===== src/common/serial_shell_defs.svh =====
// offsets, field positions, reset values of the serial module global control shell
// assumes a word-addressed plain register port, 16-bit data
`ifndef SERIAL_SHELL_DEFS_SVH
`define SERIAL_SHELL_DEFS_SVH
`define ADDR_CONFIG        8'h00
`define ADDR_TEST          8'h01
`define ADDR_IRQ           8'h02
`define ADDR_IRQ_STAT      8'h03
`define ADDR_IRQ_MASK      8'h04
`define ADDR_RAM_BASE      8'h40
`define RAM_WORDS          40
`define RAM_AW             6
`define CFG_STOP_BIT       15
`define CFG_FREEZE_HALT_SELECT_BIT       14
`define CFG_FREEZE_SPARE_BIT_BIT       13
`define CFG_IARB_LSB       0
`define CFG_IARB_W         4
`define CFG_RESET          16'h8000
`define VECTOR_RESET       8'h0F
`define STAT_SYNC_BIT      0
`define STAT_ASYNC_BIT     1
`define STAT_HALT_BIT      2
`define STAT_W             3
`define TEST_W             8
`endif


===== src/common/serial_shell_pkg.sv =====
// types of the serial module global control shell
// assumes serial_shell_defs.svh defines the widths
`include "serial_shell_defs.svh"
package serial_shell_pkg;
	typedef logic [15:0] word_t;
	typedef logic [7:0]  addr_t;
	typedef logic [2:0]  level_t;
	typedef enum logic [1:0] {
		RUN_ST  = 2'b00,
		WAIT_ST = 2'b01,
		HALT_ST = 2'b10
	} freeze_e;
endpackage : serial_shell_pkg


===== src/rtl/serial_module_shell.sv =====
// global control shell of the dual serial module
// assumes host register port, freeze from system, port events from submodules
//
// Function
// - stop bit set gates module clock and enters low-power stop.
// - while stopped only configuration register reads are guaranteed.
// - queue RAM is not readable during low-power stop.
// - writes to RAM and registers still take effect while stopped.
// - stop bit is host-writable and set by reset.
// - freeze with halt select halts queue at next transfer boundary.
// - spare freeze bit has no effect.
// - unimplemented bits ignore writes and read as zero.
// - level and vector registers share one word, one byte each.
// - one vector register serves both submodules; levels set priorities.
// - level field selects request line of same number; zero disables.
// - vector low bit is zero for async, one for sync requests.
// - vector low bit ignores writes and reads as one.
`timescale 1ns/1ps
`include "serial_shell_defs.svh"
module serial_module_shell
	import serial_shell_pkg::*;
(
	// clock and reset
	input  wire logic                     core_clk,
	input  wire logic                     rst,
	// register port
	input  wire serial_shell_pkg::addr_t  regAddr,
	input  wire serial_shell_pkg::word_t  regWrData,
	input  wire logic                     regWr,
	input  wire logic                     regRd,
	output serial_shell_pkg::word_t       regRdData,
	// debug and submodule events
	input  wire logic                     freeze,
	input  wire logic                     transferBoundary,
	input  wire logic                     queueHaltReq,
	input  wire logic                     syncPortReq,
	input  wire logic                     asyncPortReq,
	// control outputs
	output logic                          moduleClkEn,
	output logic                          stopMode,
	output logic                          queueHalt,
	output logic      [7:1]               irqLines,
	output logic      [7:0]               ackVector,
	output logic                          irq
);
	typedef struct packed {
		logic [15:0]         cfg;
		logic [7:0]          test;
		logic [5:0]          levels;
		logic [7:1]          vector;
		logic [2:0]          stat;
		logic [2:0]          mask;
		freeze_e             frz;
		logic                rdRam;
		word_t               rdData;
		logic                haltSeen;
	} state_s;
	state_s cur_reg, cur_next;
	logic        ramWr;
	logic        ramRd;
	logic [15:0] ramRdData;
	logic        vecLow;
	logic        stopped;
	logic        inRam;
	logic [`RAM_AW-1:0] ramAddr;
	logic [2:0]  events;
	logic        haltNow;
	// implemented configuration bits: stop, freeze_halt_select, freeze_spare_bit, arbitration id
	localparam logic [15:0] CFG_MASK = 16'hE00F;
	assign stopped = cur_reg.cfg[`CFG_STOP_BIT];
	assign inRam   = regAddr >= `ADDR_RAM_BASE && regAddr < 8'(`ADDR_RAM_BASE + `RAM_WORDS);
	assign ramAddr = `RAM_AW'(regAddr - `ADDR_RAM_BASE);
	assign ramWr   = regWr && inRam;
	assign ramRd   = regRd && inRam && !stopped;
	queue_ram #(
		.WORDS (`RAM_WORDS),
		.AW    (`RAM_AW)
	) u_ram (
		.core_clk (core_clk),
		.wrEn     (ramWr),
		.rdEn     (ramRd),
		.addr     (ramAddr),
		.wrData   (regWrData),
		.rdData   (ramRdData)
	);
	irq_request_gen u_irq (
		.syncReq      (syncPortReq),
		.asyncReq     (asyncPortReq),
		.syncLevel    (cur_reg.levels[5:3]),
		.asyncLevel   (cur_reg.levels[2:0]),
		.irqLines     (irqLines),
		.vectorLowBit (vecLow)
	);
	always_comb begin
		cur_next = cur_reg;
		haltNow = 1'b0;
		cur_next.rdRam = ramRd;
		cur_next.rdData = 16'h0000;
		// freeze halt only from freeze_halt_select; freeze_spare_bit is stored and ignored
		case (cur_reg.frz)
			RUN_ST: begin
				if (freeze && cur_reg.cfg[`CFG_FREEZE_HALT_SELECT_BIT])
					cur_next.frz = WAIT_ST;
			end
			WAIT_ST: begin
				if (!freeze)
					cur_next.frz = RUN_ST;
				else if (transferBoundary)
					cur_next.frz = HALT_ST;
			end
			HALT_ST: begin
				if (!freeze || !cur_reg.cfg[`CFG_FREEZE_HALT_SELECT_BIT])
					cur_next.frz = RUN_ST;
			end
			default: cur_next.frz = RUN_ST;
		endcase
		haltNow = (cur_reg.frz == HALT_ST) || (queueHaltReq && transferBoundary);
		cur_next.haltSeen = haltNow;
		events = {haltNow && !cur_reg.haltSeen, asyncPortReq, syncPortReq};
		if (regWr) begin
			case (regAddr)
				`ADDR_CONFIG: cur_next.cfg = regWrData & CFG_MASK;
				`ADDR_TEST:   cur_next.test = regWrData[7:0];
				`ADDR_IRQ: begin
					cur_next.levels = regWrData[13:8];
					cur_next.vector = regWrData[7:1];
				end
				`ADDR_IRQ_STAT: cur_next.stat = cur_reg.stat & ~regWrData[2:0];
				`ADDR_IRQ_MASK: cur_next.mask = regWrData[2:0];
				default: ;
			endcase
		end
		// set wins over clear
		cur_next.stat = cur_next.stat | events;
		if (regRd) begin
			case (regAddr)
				`ADDR_CONFIG: cur_next.rdData = cur_reg.cfg;
				`ADDR_TEST:   cur_next.rdData = {8'h00, cur_reg.test};
				// level in high byte, vector in low byte, low bit reads one
				`ADDR_IRQ: cur_next.rdData = {2'b00, cur_reg.levels, cur_reg.vector, 1'b1};
				`ADDR_IRQ_STAT: cur_next.rdData = {13'h0000, cur_reg.stat};
				`ADDR_IRQ_MASK: cur_next.rdData = {13'h0000, cur_reg.mask};
				default: cur_next.rdData = 16'h0000;
			endcase
			// only configuration reads are meaningful while stopped
			if (stopped && regAddr != `ADDR_CONFIG)
				cur_next.rdData = 16'h0000;
		end
		if (rst) begin
			cur_next = '0;
			cur_next.cfg = `CFG_RESET;
			cur_next.vector = 7'(`VECTOR_RESET >> 1);
			cur_next.frz = RUN_ST;
		end
	end
	always_ff @(posedge core_clk) begin
		cur_reg <= cur_next;
	end
	always_comb begin
		moduleClkEn = !stopped;
		stopMode = stopped;
		queueHalt = cur_reg.frz == HALT_ST;
		ackVector = {cur_reg.vector, vecLow};
		irq = |(cur_reg.stat & cur_reg.mask);
		regRdData = cur_reg.rdRam ? ramRdData : cur_reg.rdData;
	end
endmodule : serial_module_shell


===== src/rtl/queue_ram.sv =====
// command and data queue storage with registered read data
// assumes one access per cycle from the shell
`timescale 1ns/1ps
module queue_ram #(
	parameter int WORDS = 40,
	parameter int AW    = 6
) (
	// clock
	input  wire logic          core_clk,
	// access
	input  wire logic          wrEn,
	input  wire logic          rdEn,
	input  wire logic [AW-1:0] addr,
	input  wire logic [15:0]   wrData,
	output logic      [15:0]   rdData
);
	logic [15:0] mem [WORDS];
	always_ff @(posedge core_clk) begin
		if (wrEn)
			mem[addr] <= wrData;
		if (rdEn)
			rdData <= mem[addr];
	end
endmodule : queue_ram


===== src/rtl/irq_request_gen.sv =====
// maps submodule requests to internal level lines and vector low bit
// assumes request levels are sampled each cycle from the shell registers
`timescale 1ns/1ps
module irq_request_gen
	import serial_shell_pkg::*;
(
	// requests
	input  wire logic                       syncReq,
	input  wire logic                       asyncReq,
	input  wire serial_shell_pkg::level_t   syncLevel,
	input  wire serial_shell_pkg::level_t   asyncLevel,
	// result
	output logic      [7:1]                 irqLines,
	output logic                            vectorLowBit
);
	function automatic logic [7:1] decode(input level_t lvl, input logic req);
		logic [7:1] d;
		d = 7'h00;
		if (req && lvl != 3'h0)
			d[lvl] = 1'b1;
		return d;
	endfunction : decode
	always_comb begin
		irqLines = decode(syncLevel, syncReq) | decode(asyncLevel, asyncReq);
		// sync port wins whenever it requests at a nonzero level, whatever the async level
		vectorLowBit = (syncReq && syncLevel != 3'h0) ? 1'b1 : 1'b0;
	end
endmodule : irq_request_gen


===== config.mk =====
export PLATFORM = sky130hd
export DESIGN_NAME = serial_module_shell
export DESIGN_NICKNAME = d
export VERILOG_FILES = /design/src/common/serial_shell_pkg.sv /design/src/rtl/serial_module_shell.sv /design/src/rtl/queue_ram.sv /design/src/rtl/irq_request_gen.sv
export VERILOG_INCLUDE_DIRS = /design/src /design/src/common
export SDC_FILE = /design/constraint.sdc
export NUM_CORES = 1
export LEC_CHECK = 0
export BUFFER_PORTS_ARGS = -buffer_cell sky130_fd_sc_hd__buf_2
export CELL_PAD_IN_SITES_DETAIL_PLACEMENT = 0
export CELL_PAD_IN_SITES_GLOBAL_PLACEMENT = 1
export CORE_ASPECT_RATIO = 0.7
export CORE_MARGIN = 5
export CORE_UTILIZATION = 50
export CTS_CLUSTER_DIAMETER = 100
export DETAILED_ROUTE_END_ITERATION = 10
export HOLD_SLACK_MARGIN = 0.12
export PLACE_DENSITY = 0.86
export SLEW_MARGIN = 20
export SYNTH_ARGS = -nofsm -noshare
export SYNTH_HDL_FRONTEND = slang
export SYNTH_SLANG_ARGS = --single-unit

===== constraint.sdc =====
create_clock -name core_clk -period 2.75 [get_ports core_clk]
set_input_delay 0 -clock core_clk [delete_from_list [all_inputs] [get_ports core_clk]]
set_output_delay 0 -clock core_clk [all_outputs]
set_load 0.005 [all_outputs]

# After elaboration in Yosys (flattened, before gate mapping)
# Memories as Yosys holds them, arrays and structs flattened. A register that Yosys moved wholly into a read port is not among the register bits.
# Cells that the tools add are included.
[totals]
regBits = 54
mem_bits_rw = 640
input_bits = 33
output_inout_bits = 35
elab_cells = 82
n_memories = 1
[mem_list]
columns = ["memory", "depth", "word_bits", "rd", "rd_ports_with_merged_regs", "wr", "line", "rtl"]
rows = [
  ["u_ram.mem", 40, 16, 1, 1, 1, "queue_ram.sv:17", "logic [15:0] mem [WORDS];"],
]
[classes]
addsub = 1
magnitude_cmp = 6
eq_ne = 9
mux = 19
bitwise_logic = 6
n_reduce_logical = 30
[ops]
columns = ["op", "count"]
rows = [
  ["$pmux 16 s5", 1],
  ["$eq 8x2->1 const B", 2],
  ["$mux 16", 1],
  ["$mux 7", 2],
  ["$logic_and 1x1->1", 12],
  ["$eq 8x1->1 const B", 1],
  ["$eq 8x3->1 const B", 1],
  ["$ge 8x7->1 const B", 1],
  ["$logic_not 8->1", 1],
  ["$lt 3x4->1 const B", 2],
  ["$lt 8x7->1 const B", 1],
  ["$mux 2", 4],
  ["$reduce_and 2->1", 4],
  ["$reduce_bool 8->1", 1],
  ["$or 7x7->7", 1],
  ["$and 3x3->3", 2],
  ["$demux 1 s3", 2],
  ["$ge 3x1->1 const B", 2],
  ["$mux 3", 2],
  ["$mux 6", 1],
  ["$pmux 2 s3", 1],
  ["$reduce_bool 3->1", 2],
  ["$reduce_or 3->1", 2],
  ["$sub 6x1->6 const B", 1],
  ["13 further kinds", 21],
]

# Logic depth before layout (Yosys ltp)
# Gate-level depths: netlist of the first run.
[depth]
word_depth = 6
ltp_mapped = 9
mapped_depth_nobuf = 5

# Modules after synthesis
# Synthesis of the first run repeated with hierarchy kept, for this count alone.
[hier_totals]
cells_unflattened = 1636
hier_area_um2 = 27810.4
[modules_own_cells]
columns = ["mod", "instances", "cells_per_inst", "area_each_um2", "seq_area_each_um2"]
rows = [
  ["queue_ram", 1, 1378, 25328.0, 19698.9],
  ["serial_module_shell", 1, 240, 2364.8, 1081.0],
  ["irq_request_gen", 1, 18, 117.6, 0.0],
]

# Least setup slack after synthesis of the first run
# Ideal clock, no wire load.
[synth_path]
path_type = "input to register"
startpoint = "input port regAddr[3]"
endpoint = "memory u_ram.mem[12][0], enable pin"
setup_time_ns = 0.409
t_arrival_ns = 1.931
t_required_ns = 2.341
path_slack_ns = 0.410
stages = 4
path_buffers = 2
cell_sequence = "clkbuf_1 > clkbuf_1 > nand2_1 > nor3_1"
[synth_between]
elab_chain_len = 5
elab_cells_between_ends = 7
classes_between = "add/sub (1); order compare (2); mux (2); reduce/logical (2)"
[synth_rtl]
columns = ["element", "line", "rtl"]
rows = [
  ["from (decl)", "serial_module_shell.sv:27", "input wire serial_shell_pkg::addr_t regAddr,"],
  ["$ge 8x7->1 (no line) / $lt 8x7->1 (equally long branches)", "n/a", ""],
  ["$logic_and 1x1->1", "serial_module_shell.sv:71", "assign inRam = regAddr >= `ADDR_RAM_BASE && regAddr < 8'(`ADDR_RAM_BASE + `RAM_WORDS);"],
  ["$logic_and 1x1->1", "serial_module_shell.sv:73", "assign ramWr = regWr && inRam;"],
  ["$mux 1", "queue_ram.sv:19", "if (wrEn)"],
  ["$mux 1 (not written as such)", "queue_ram.sv:20", "mem[addr] <= wrData;"],
  ["to (decl)", "queue_ram.sv:17", ""],
]
# Parallel ways exist; a longest one is shown, timed or not.

# Worst setup path in the final report of the first run
[layout_path]
startpoint = "input port regAddr[1]"
endpoint = "register cur_reg[24] (netlist bit)"
[layout_between]
elab_chain_len = 4
[layout_rtl]
columns = ["element", "line", "rtl"]
rows = [
  ["$eq 8x2->1", "serial_module_shell.sv:121", "case (regAddr)"],
  ["$mux 3", "serial_module_shell.sv:121", ""],
  ["$mux 6", "serial_module_shell.sv:120", "if (regWr) begin"],
  ["$or 3x3->3", "serial_module_shell.sv:134", "cur_next.stat = cur_next.stat | events;"],
  ["to (signal assigned)", "serial_module_shell.sv:157", "cur_reg <= cur_next;"],
  ["to (decl)", "serial_module_shell.sv:58", "state_s cur_reg, cur_next;"],
]
# Every way passes these cells.
# A chain may end at the register's enable or synchronous reset.

==> flow_summary.yaml, run 1 <==
sta:
  clock-skew-final_ns: 0.01468
  grt_setup_unrepaired: "false"
  setup_tns_ns: 0
  min_period_ns: 2.538
  fmax_mhz: 394.1
  timing_hold_violations_final: 0
  max_slew_margin: 0.2808
  period_share: 0.9228
  finalMaxSlewViolations: 0
  setup_violations: 0
  worst_pin_slew_ns: 1.079
clock_tree:
  cts_tree: "yes"
  clk_latency_ns: 0.62
  clkTransAtPathRegs_ns: 0.07
  clkSinkCount: 710
  postCtsSetupBuffers: 0
  clk_path_buf_depth: 3
  cts_buffers: 61
  htreeDepth: 2
  cts-root-buf: "clkbuf_16"
die:
  core-area_mm2: 0.05522
  die_area_mm2: 0.06072
  die_w_um: 292.4
  io-pin-count: 68
  num_rows: 72
  initial_core_util: 0.5054
  die_y_um: 207.7
cells_and_area:
  antenna_cells: 0
  final_area_mm2: 0.03200
  multi_input_area_mm2: 0.006553
  fin_nets: 1797
  largest_reg_flops: 640
  drive_gt1_frac: 0.2148
  fill_cells: 4060
  final-seq-area_mm2: 0.02078
  areaGrowthSynthToFinish_pct: 14.66
setup_path:
  critPathSlowestCell: "dlygate4sd3_1"
  cp_max_fo: 21
  ff2ff_setup_slack_ns: 0.61
  cp_top_family: "buffers and inverters"
  r2r-start: "u_ram.mem[2][14]"
  crit_chain: "dlygate4sd3_1, buf_4, buf_4, nand4bb_1, nor3_1, buf_4, nand2_1, a21oi_1, nor2_1, dlygate4sd3_1"
  crit_path_end_kind: "register"
  critPathBufInv: 5
  r2r_cells: 5
  worst-path-stages: 10
  cp_slowest_stage_delay_ns: 0.57
  cp.required_ns: 3.25
  worstSetupStartpointType: "input port"
  arrival_ns: 3.04
  rr_endpoint: "u_ram.rdData[14]"
  worst_path_most_repeated_cell: "buf_4"
  path_class: "in -> reg"
logic_synthesis:
  syn_avg_cell_area_um2: 17.54
  ys_warn_count: 0
  ys_ff_latch: 710
  syn_inst: 1591
  synth-main-ff-cell: "edfxtp_1"
  synth-async-reset-ratio: 0
  syn-num-nets: 1624
  yosysSeqAreaShare: 0.7446
  synth_cell_types: 51
  synth_area_mm2: 0.02791
  synth_edf_count: 656
power_and_ir_drop:
  power.density_mw_per_mm2: 686.7
  p_leak_nw: 10.86
  ir_drop_mv: 0.7615
place:
  dpl-instance-area_mm2: 0.02953
  port_buffers: 67
  gp_congestion: 0.9109
  dp_hpwl_um: 44700
routing:
  vias_per_cell: 6.144
  antenna_left: 0
  initialDrtViolationCount: 2065
  drt-total-wl_um: 71420
  dr.pass1.iters: 5
  vias: 15700
  drc: 0
  wl_per_cell_um: 27.94
grt:
  grtUsageTotal: 0.2295
  overflow: 0
  grt_pass1_wl_um: 103900
  antenna_found_initial: 2
  grt_max_degree: 46
  grt_pass1_vias: 15730
worst_hold_path:
  holdPathStages: 3
  holdPathEnd: "cur_reg[49]"
  min_from: "regWrData[2]"
  hold_path_class: "in -> reg"
outcome:
  status: "finished clean"
run:
  maxCapViolCount: 0
## metal layers
| metal | vias up | GRT usage | wire, um |
|---|---|---|---|
| li1 | 6649 | - | - |
| met1 | 7983 | 0.3303 | 28350 |
| met3 | 112 | 0.09294 | 10170 |
| met5 | - | 0 | 0 |
| met2 | 960 | 0.3319 | 31220 |
| met4 | 0 | 0.05465 | 1683 |
## worst max path at each step
stage	slack, ns	start	to
after floorplan	0.41	regAddr[3]	u_ram.mem[12][0]
final	0.21	regAddr[1]	cur_reg[24]
after detailed placement	0.12	regAddr[0]	u_ram.rdData[14]
after global routing	0.20	regAddr[1]	u_ram.rdData[14]
after CTS	0.36	regAddr[1]	u_ram.rdData[14]
after global placement	0.25	regAddr[0]	u_ram.rdData[14]
## layout by cell type (no fill, tap or decap), types with 17 or more instances in the layout
| cell type | instances |
|---|---|
| a211oi_1 | 17 |
| a21oi_1 | 82 |
| a221oi_1 | 21 |
| a22oi_1 | 27 |
| buf_2 | 64 |
| buf_4 | 93 |
| clkbuf_16 | 63 |
| dfxtp_1 | 54 |
| dlygate4sd3_1 | 35 |
| edfxtp_1 | 656 |
| mux2_2 | 40 |
| mux2i_1 | 161 |
| mux4_2 | 75 |
| nand2_1 | 112 |
| nand3_1 | 24 |
| nor2_1 | 70 |
| nor2b_1 | 19 |
| o22ai_1 | 17 |
## kinds of logic after synthesis
logic type | synth area share
compound gates | 0.05097
buf+inv | 0.02112
simple gates | 0.04815
flops | 0.7446
mux | 0.1352
## through the flow
step / utilization / setup WS [ns] / cells / hold slack [ns] / total power [mW]
final: 0.5795 / 0.2123 / 2556 / 0.1430 / 21.97
after global routing: 0.5795 / 0.1965 / 2556 / 0.1504 / 22.59
after global placement: 0.5348 / 0.2534 / 2406 / 0.2406 / 13.09
after detailed placement: 0.5348 / 0.1209 / 2406 / 0.2551 / 13.12
after floorplan: - / 0.4095 / 1591 / 0.09887 / 12.61
after CTS: 0.5795 / 0.3628 / 2556 / 0.1223 / 22.01
## cell usage after synthesis (3+ instances only)
cell	n	share of area
edfxtp_1	656	0.71
mux2i_1	161	0.058
nand2_1	112	0.015
a21oi_1	82	0.015
mux4_2	75	0.061
nor2_1	70	0.0094
dfxtp_1	54	0.039
mux2_2	40	0.016
clkbuf_1	29	0.0039
a22oi_1	27	0.0073
buf_4	26	0.0070
nand3_1	24	0.0043
a221oi_1	21	0.0066
buf_2	21	0.0038
nor2b_1	20	0.0045
a211oi_1	17	0.0046
o22ai_1	17	0.0038
buf_6	12	0.0048
and2_1	11	0.0025
and3_1	11	0.0025
nand2b_1	10	0.0022
nor3_1	10	0.0018
o211ai_1	9	0.0024
o21ai_1	9	0.0016
o221ai_1	9	0.0028
a22o_1	6	0.0019
buf_1	6	0.00081
inv_1	6	0.00081
a31oi_1	4	0.00090
o32ai_1	4	0.0013
a21o_1	3	0.00081
nor3_2	3	0.0011
o2111ai_1	3	0.00094
or3_1	3	0.00067
## worst min-delay path, cell delays in order
cell and delay (ns):
buf_2 0.42, nand3_1 0.20, a21oi_1 0.06
## report_power, final
group | internal, mW | switching [mW] | leakage, nW
clock network | 5.15 | 3.89 | 1.03
logic | 0.386 | 0.739 | 3.49
registers | 11.8 | 0.00922 | 6.33
total | 17.3 | 4.64 | 10.9
## final cells by class
class | instances | share of cell area
clock buffers | 82 | 0.05369
clock inverters | 33 | 0.01239
inverters | 6 | 0.0007038
multi-input cells | 781 | 0.2048
flip-flops and latches | 710 | 0.6494
well taps | 740 | 0.02893
repair buffers | 204 | 0.05013
## timing repair
item | CTS | global route
endpoints found under the hold margin | 467 | 0
resized for setup | 0 | 0
hold buffers | 35 | 0
No activity file was read; power rests on OpenSTA's default activity.
==> inputs of run 2 (changes only) <==
- SYNTH_HIERARCHICAL: not set -> 1
==> run 2 against run 1 <==
- critical path type unchanged
- highest routed layer is now met5
- worst hold slack got worse by 0.0074 ns
- synthesized cell count up 2.8%
- power down 2.2%
- via count rose by 11%
==> flow_summary.yaml, run 2 <==
setup_path:
  crit_path_end_kind: "register"
  cp.required_ns: 3.27
  worstSetupStartpointType: "input port"
  critPathSlowestCell: "dlygate4sd3_1"
  cp_slowest_stage_delay_ns: 0.68
  cp_top_family: "buffers and inverters"
  rr_endpoint: "u_ram/rdData[10]"
  crit_path_start: "regAddr[5]"
  critical_path.endpoint: "cur_reg[25]"
  path_class: "in -> reg"
  arrival_ns: 3.21
  critPathBufInv: 4
  ff2ff_setup_slack_ns: 0.42
  r2r-start: "u_ram/mem[31][10]"
  crit_chain: "dlygate4sd3_1, buf_2, nor4b_2, nand4_1, dlygate4sd3_1, o21ai_0, dlygate4sd3_1, o21ai_0"
  r2r_cells: 5
  worst_path_most_repeated_cell: "dlygate4sd3_1"
  cp_max_fo: 14
  worst-path-stages: 8
routing:
  drc: 0
  initialDrtViolationCount: 2952
  vias: 17360
  drt-total-wl_um: 81660
  dr.pass1.iters: 6
  antenna_left: 0
  wl_per_cell_um: 31.20
  vias_per_cell: 6.634
place:
  gp_congestion: 0.9328
  dp_hpwl_um: 51520
  port_buffers: 67
  dpl_worst_slack_ns: 0.06603
clock_tree:
  cts_tree: "yes"
  cts_buffers: 59
  clkSinkCount: 710
  clk_latency_ns: 0.62
  postCtsSetupBuffers: 0
  cts-root-buf: "clkbuf_16"
  clk_path_buf_depth: 3
  clkTransAtPathRegs_ns: 0.07
  htreeDepth: 2
logic_synthesis:
  synth_cell_types: 64
  synth-simple-area-share: 0.04881
  synth_top_family_by_area: "multiplexers"
  yosys.area.top_type: "edfxtp_1"
  synth_xor_area_frac: 0
  synth-async-reset-ratio: 0
  ys_warn_count: 6
  yosysSeqAreaShare: 0.7472
  synth_top_area_frac: 0.7083
  synthAdderAreaFrac: 0.0003599
  synth_area_mm2: 0.02781
  yosysMostFrequentCell: "edfxtp_1"
  synth-compound-area-share: 0.08755
  ys_top_cells_by_count: "edfxtp_1 (656), nor2_1 (107), a221oi_1 (83), mux2_2 (80), mux2i_1 (76)"
  ys_ff_latch: 710
  syn-num-nets: 1669
  synth-main-ff-cell: "edfxtp_1"
  muxShareOfSynthArea: 0.09295
  syn_avg_cell_area_um2: 17.00
  syn_inst: 1636
  synth_edf_count: 656
  synth_area_leaders: "edfxtp_1 (71%), dfxtp_1 (3.9%), mux2_2 (3.2%)"
sta:
  worst_pin_slew_ns: 1.084
  clock-skew-final_ns: 0.02775
  finalMaxSlewViolations: 0
  setup_violations: 0
  timing_hold_violations_final: 0
  period_share: 0.9781
  setup_tns_ns: 0
  fmax_mhz: 371.8
  max_slew_margin: 0.2777
  setup_ws_ns: 0.06028
  grt_setup_unrepaired: "false"
  min_period_ns: 2.690
power_and_ir_drop:
  seqPwrFrac: 0.550
  swShare: 0.2175
  p_comb_frac: 0.061
  p_switching_mw: 4.676
  p_int_mw: 16.82
  ir_drop_mv: 0.5851
  p_leak_nw: 10.73
  p_total_mw: 21.49
  power.density_mw_per_mm2: 671.2
  pwr-share-clk: 0.390
cells_and_area:
  final_common_cell: "edfxtp_1"
  final-seq-area_mm2: 0.02078
  fill_cells: 4076
  areaGrowthSynthToFinish_pct: 15.13
  final_cell_mix: "edfxtp_1 (656), buf_4 (127), nor2_1 (107)"
  largest_reg_flops: 640
  drive_gt1_frac: 0.2327
  fin_nets: 1862
  post-route-util: 0.5808
  multi_input_area_mm2: 0.006425
worst_hold_path:
  hold_path_class: "in -> reg"
grt:
  overflow: 0
  grt_pass1_vias: 16520
  antenna_found_initial: 5
  grt_max_degree: 48
  grt_pass1_wl_um: 116900
  grtUsageTotal: 0.2614
die:
  io-pin-count: 68
  num_rows: 72
  core-area_mm2: 0.05513
  die_y_um: 207.3
  die_w_um: 291.9
  die_area_mm2: 0.06051
  initial_core_util: 0.5044
outcome:
  status: "finished clean"
run:
  maxCapViolCount: 0
run 2: cell types whose count changed after synthesis, moves of 38 or more:
cell / change
a21oi_1: -53
mux2_2: +40
a22oi_1: +38
nand2_1: -42
mux2i_1: -85
a221oi_1: +62
run 2: layout make-up:
| class | count | area share |
|---|---|---|
| antenna | 3 | 0.0002345 |
| inverter | 9 | 0.001055 |
| clock inverter | 36 | 0.01137 |
| tap | 740 | 0.02892 |
| sequential | 710 | 0.6490 |
| clock buffer | 70 | 0.04740 |
| timing repair buffer | 244 | 0.06139 |
| multi-input combinational | 805 | 0.2007 |
run 2: timing repair:
item                       CTS  global route
gates resized for setup      0             4
setup endpoints to repair    0             2
hold buffers                36             1
hold endpoints to repair   322            42
run 2: layer usage:
layer  part of all wire  GRT usage
met5            0.00036          0
met2               0.42     0.3689
met1               0.37     0.3900
met4              0.027    0.06003
met3               0.17    0.09914
run 2: worst min path at each step:
stage,startpoint,to,slack [ns],cells after the start
6_report,regWrData[7],u_ram/mem[37][7],0.14,1
3_3_place_gp,transferBoundary,cur_reg[18],0.23,2
4_1_cts,regWrData[1],u_ram/mem[38][1],0.12,1
2_1_floorplan,regWrData[0],u_ram/mem[0][0],0.1,0
5_1_grt,regWrData[1],u_ram/mem[34][1],0.14,1
3_5_place_dp,transferBoundary,cur_reg[18],0.25,2
run 2: power by group through the flow:
stage | registers [mW] | clock network, mW | logic, mW
6_report | 11.8 | 8.38 | 1.30
5_1_grt | 11.8 | 8.90 | 1.34
4_1_cts | 11.8 | 8.41 | 1.25
3_5_place_dp | 12.0 | 0 | 1.21
3_3_place_gp | 12.0 | 0 | 1.19
2_1_floorplan | 12.0 | 0 | 0.589
run 2: worst reg2reg max path, delay by kind of cell (launching register included):
| family | cells | cell delay, ns |
|---|---|---|
| AO/OA/AOI/OAI | 3 | 1.30 |
| flip-flops | 1 | 0.39 |
| multiplexers | 1 | 0.28 |
| AND/OR/NAND/NOR | 1 | 0.11 |
run 2: logic make-up after synthesis:
family	after synthesis
buffers and inverters	121
muxes	199
adders and majority gates	1
DFF	710
AOI/OAI and AO/OA	325
and+or+nand+nor	280
run 2: through the flow:
| step | cell area [um^2] | std cells | hold WS [ns] |
|---|---|---|---|
| after floorplan | 27810 | 1636 | 0.09887 |
| after global placement | 29740 | 2471 | 0.2339 |
| after detailed placement | 29740 | 2471 | 0.2479 |
| after CTS | 31990 | 2613 | 0.1223 |
| after global routing | 32010 | 2614 | 0.1425 |
| final | 32020 | 2617 | 0.1357 |
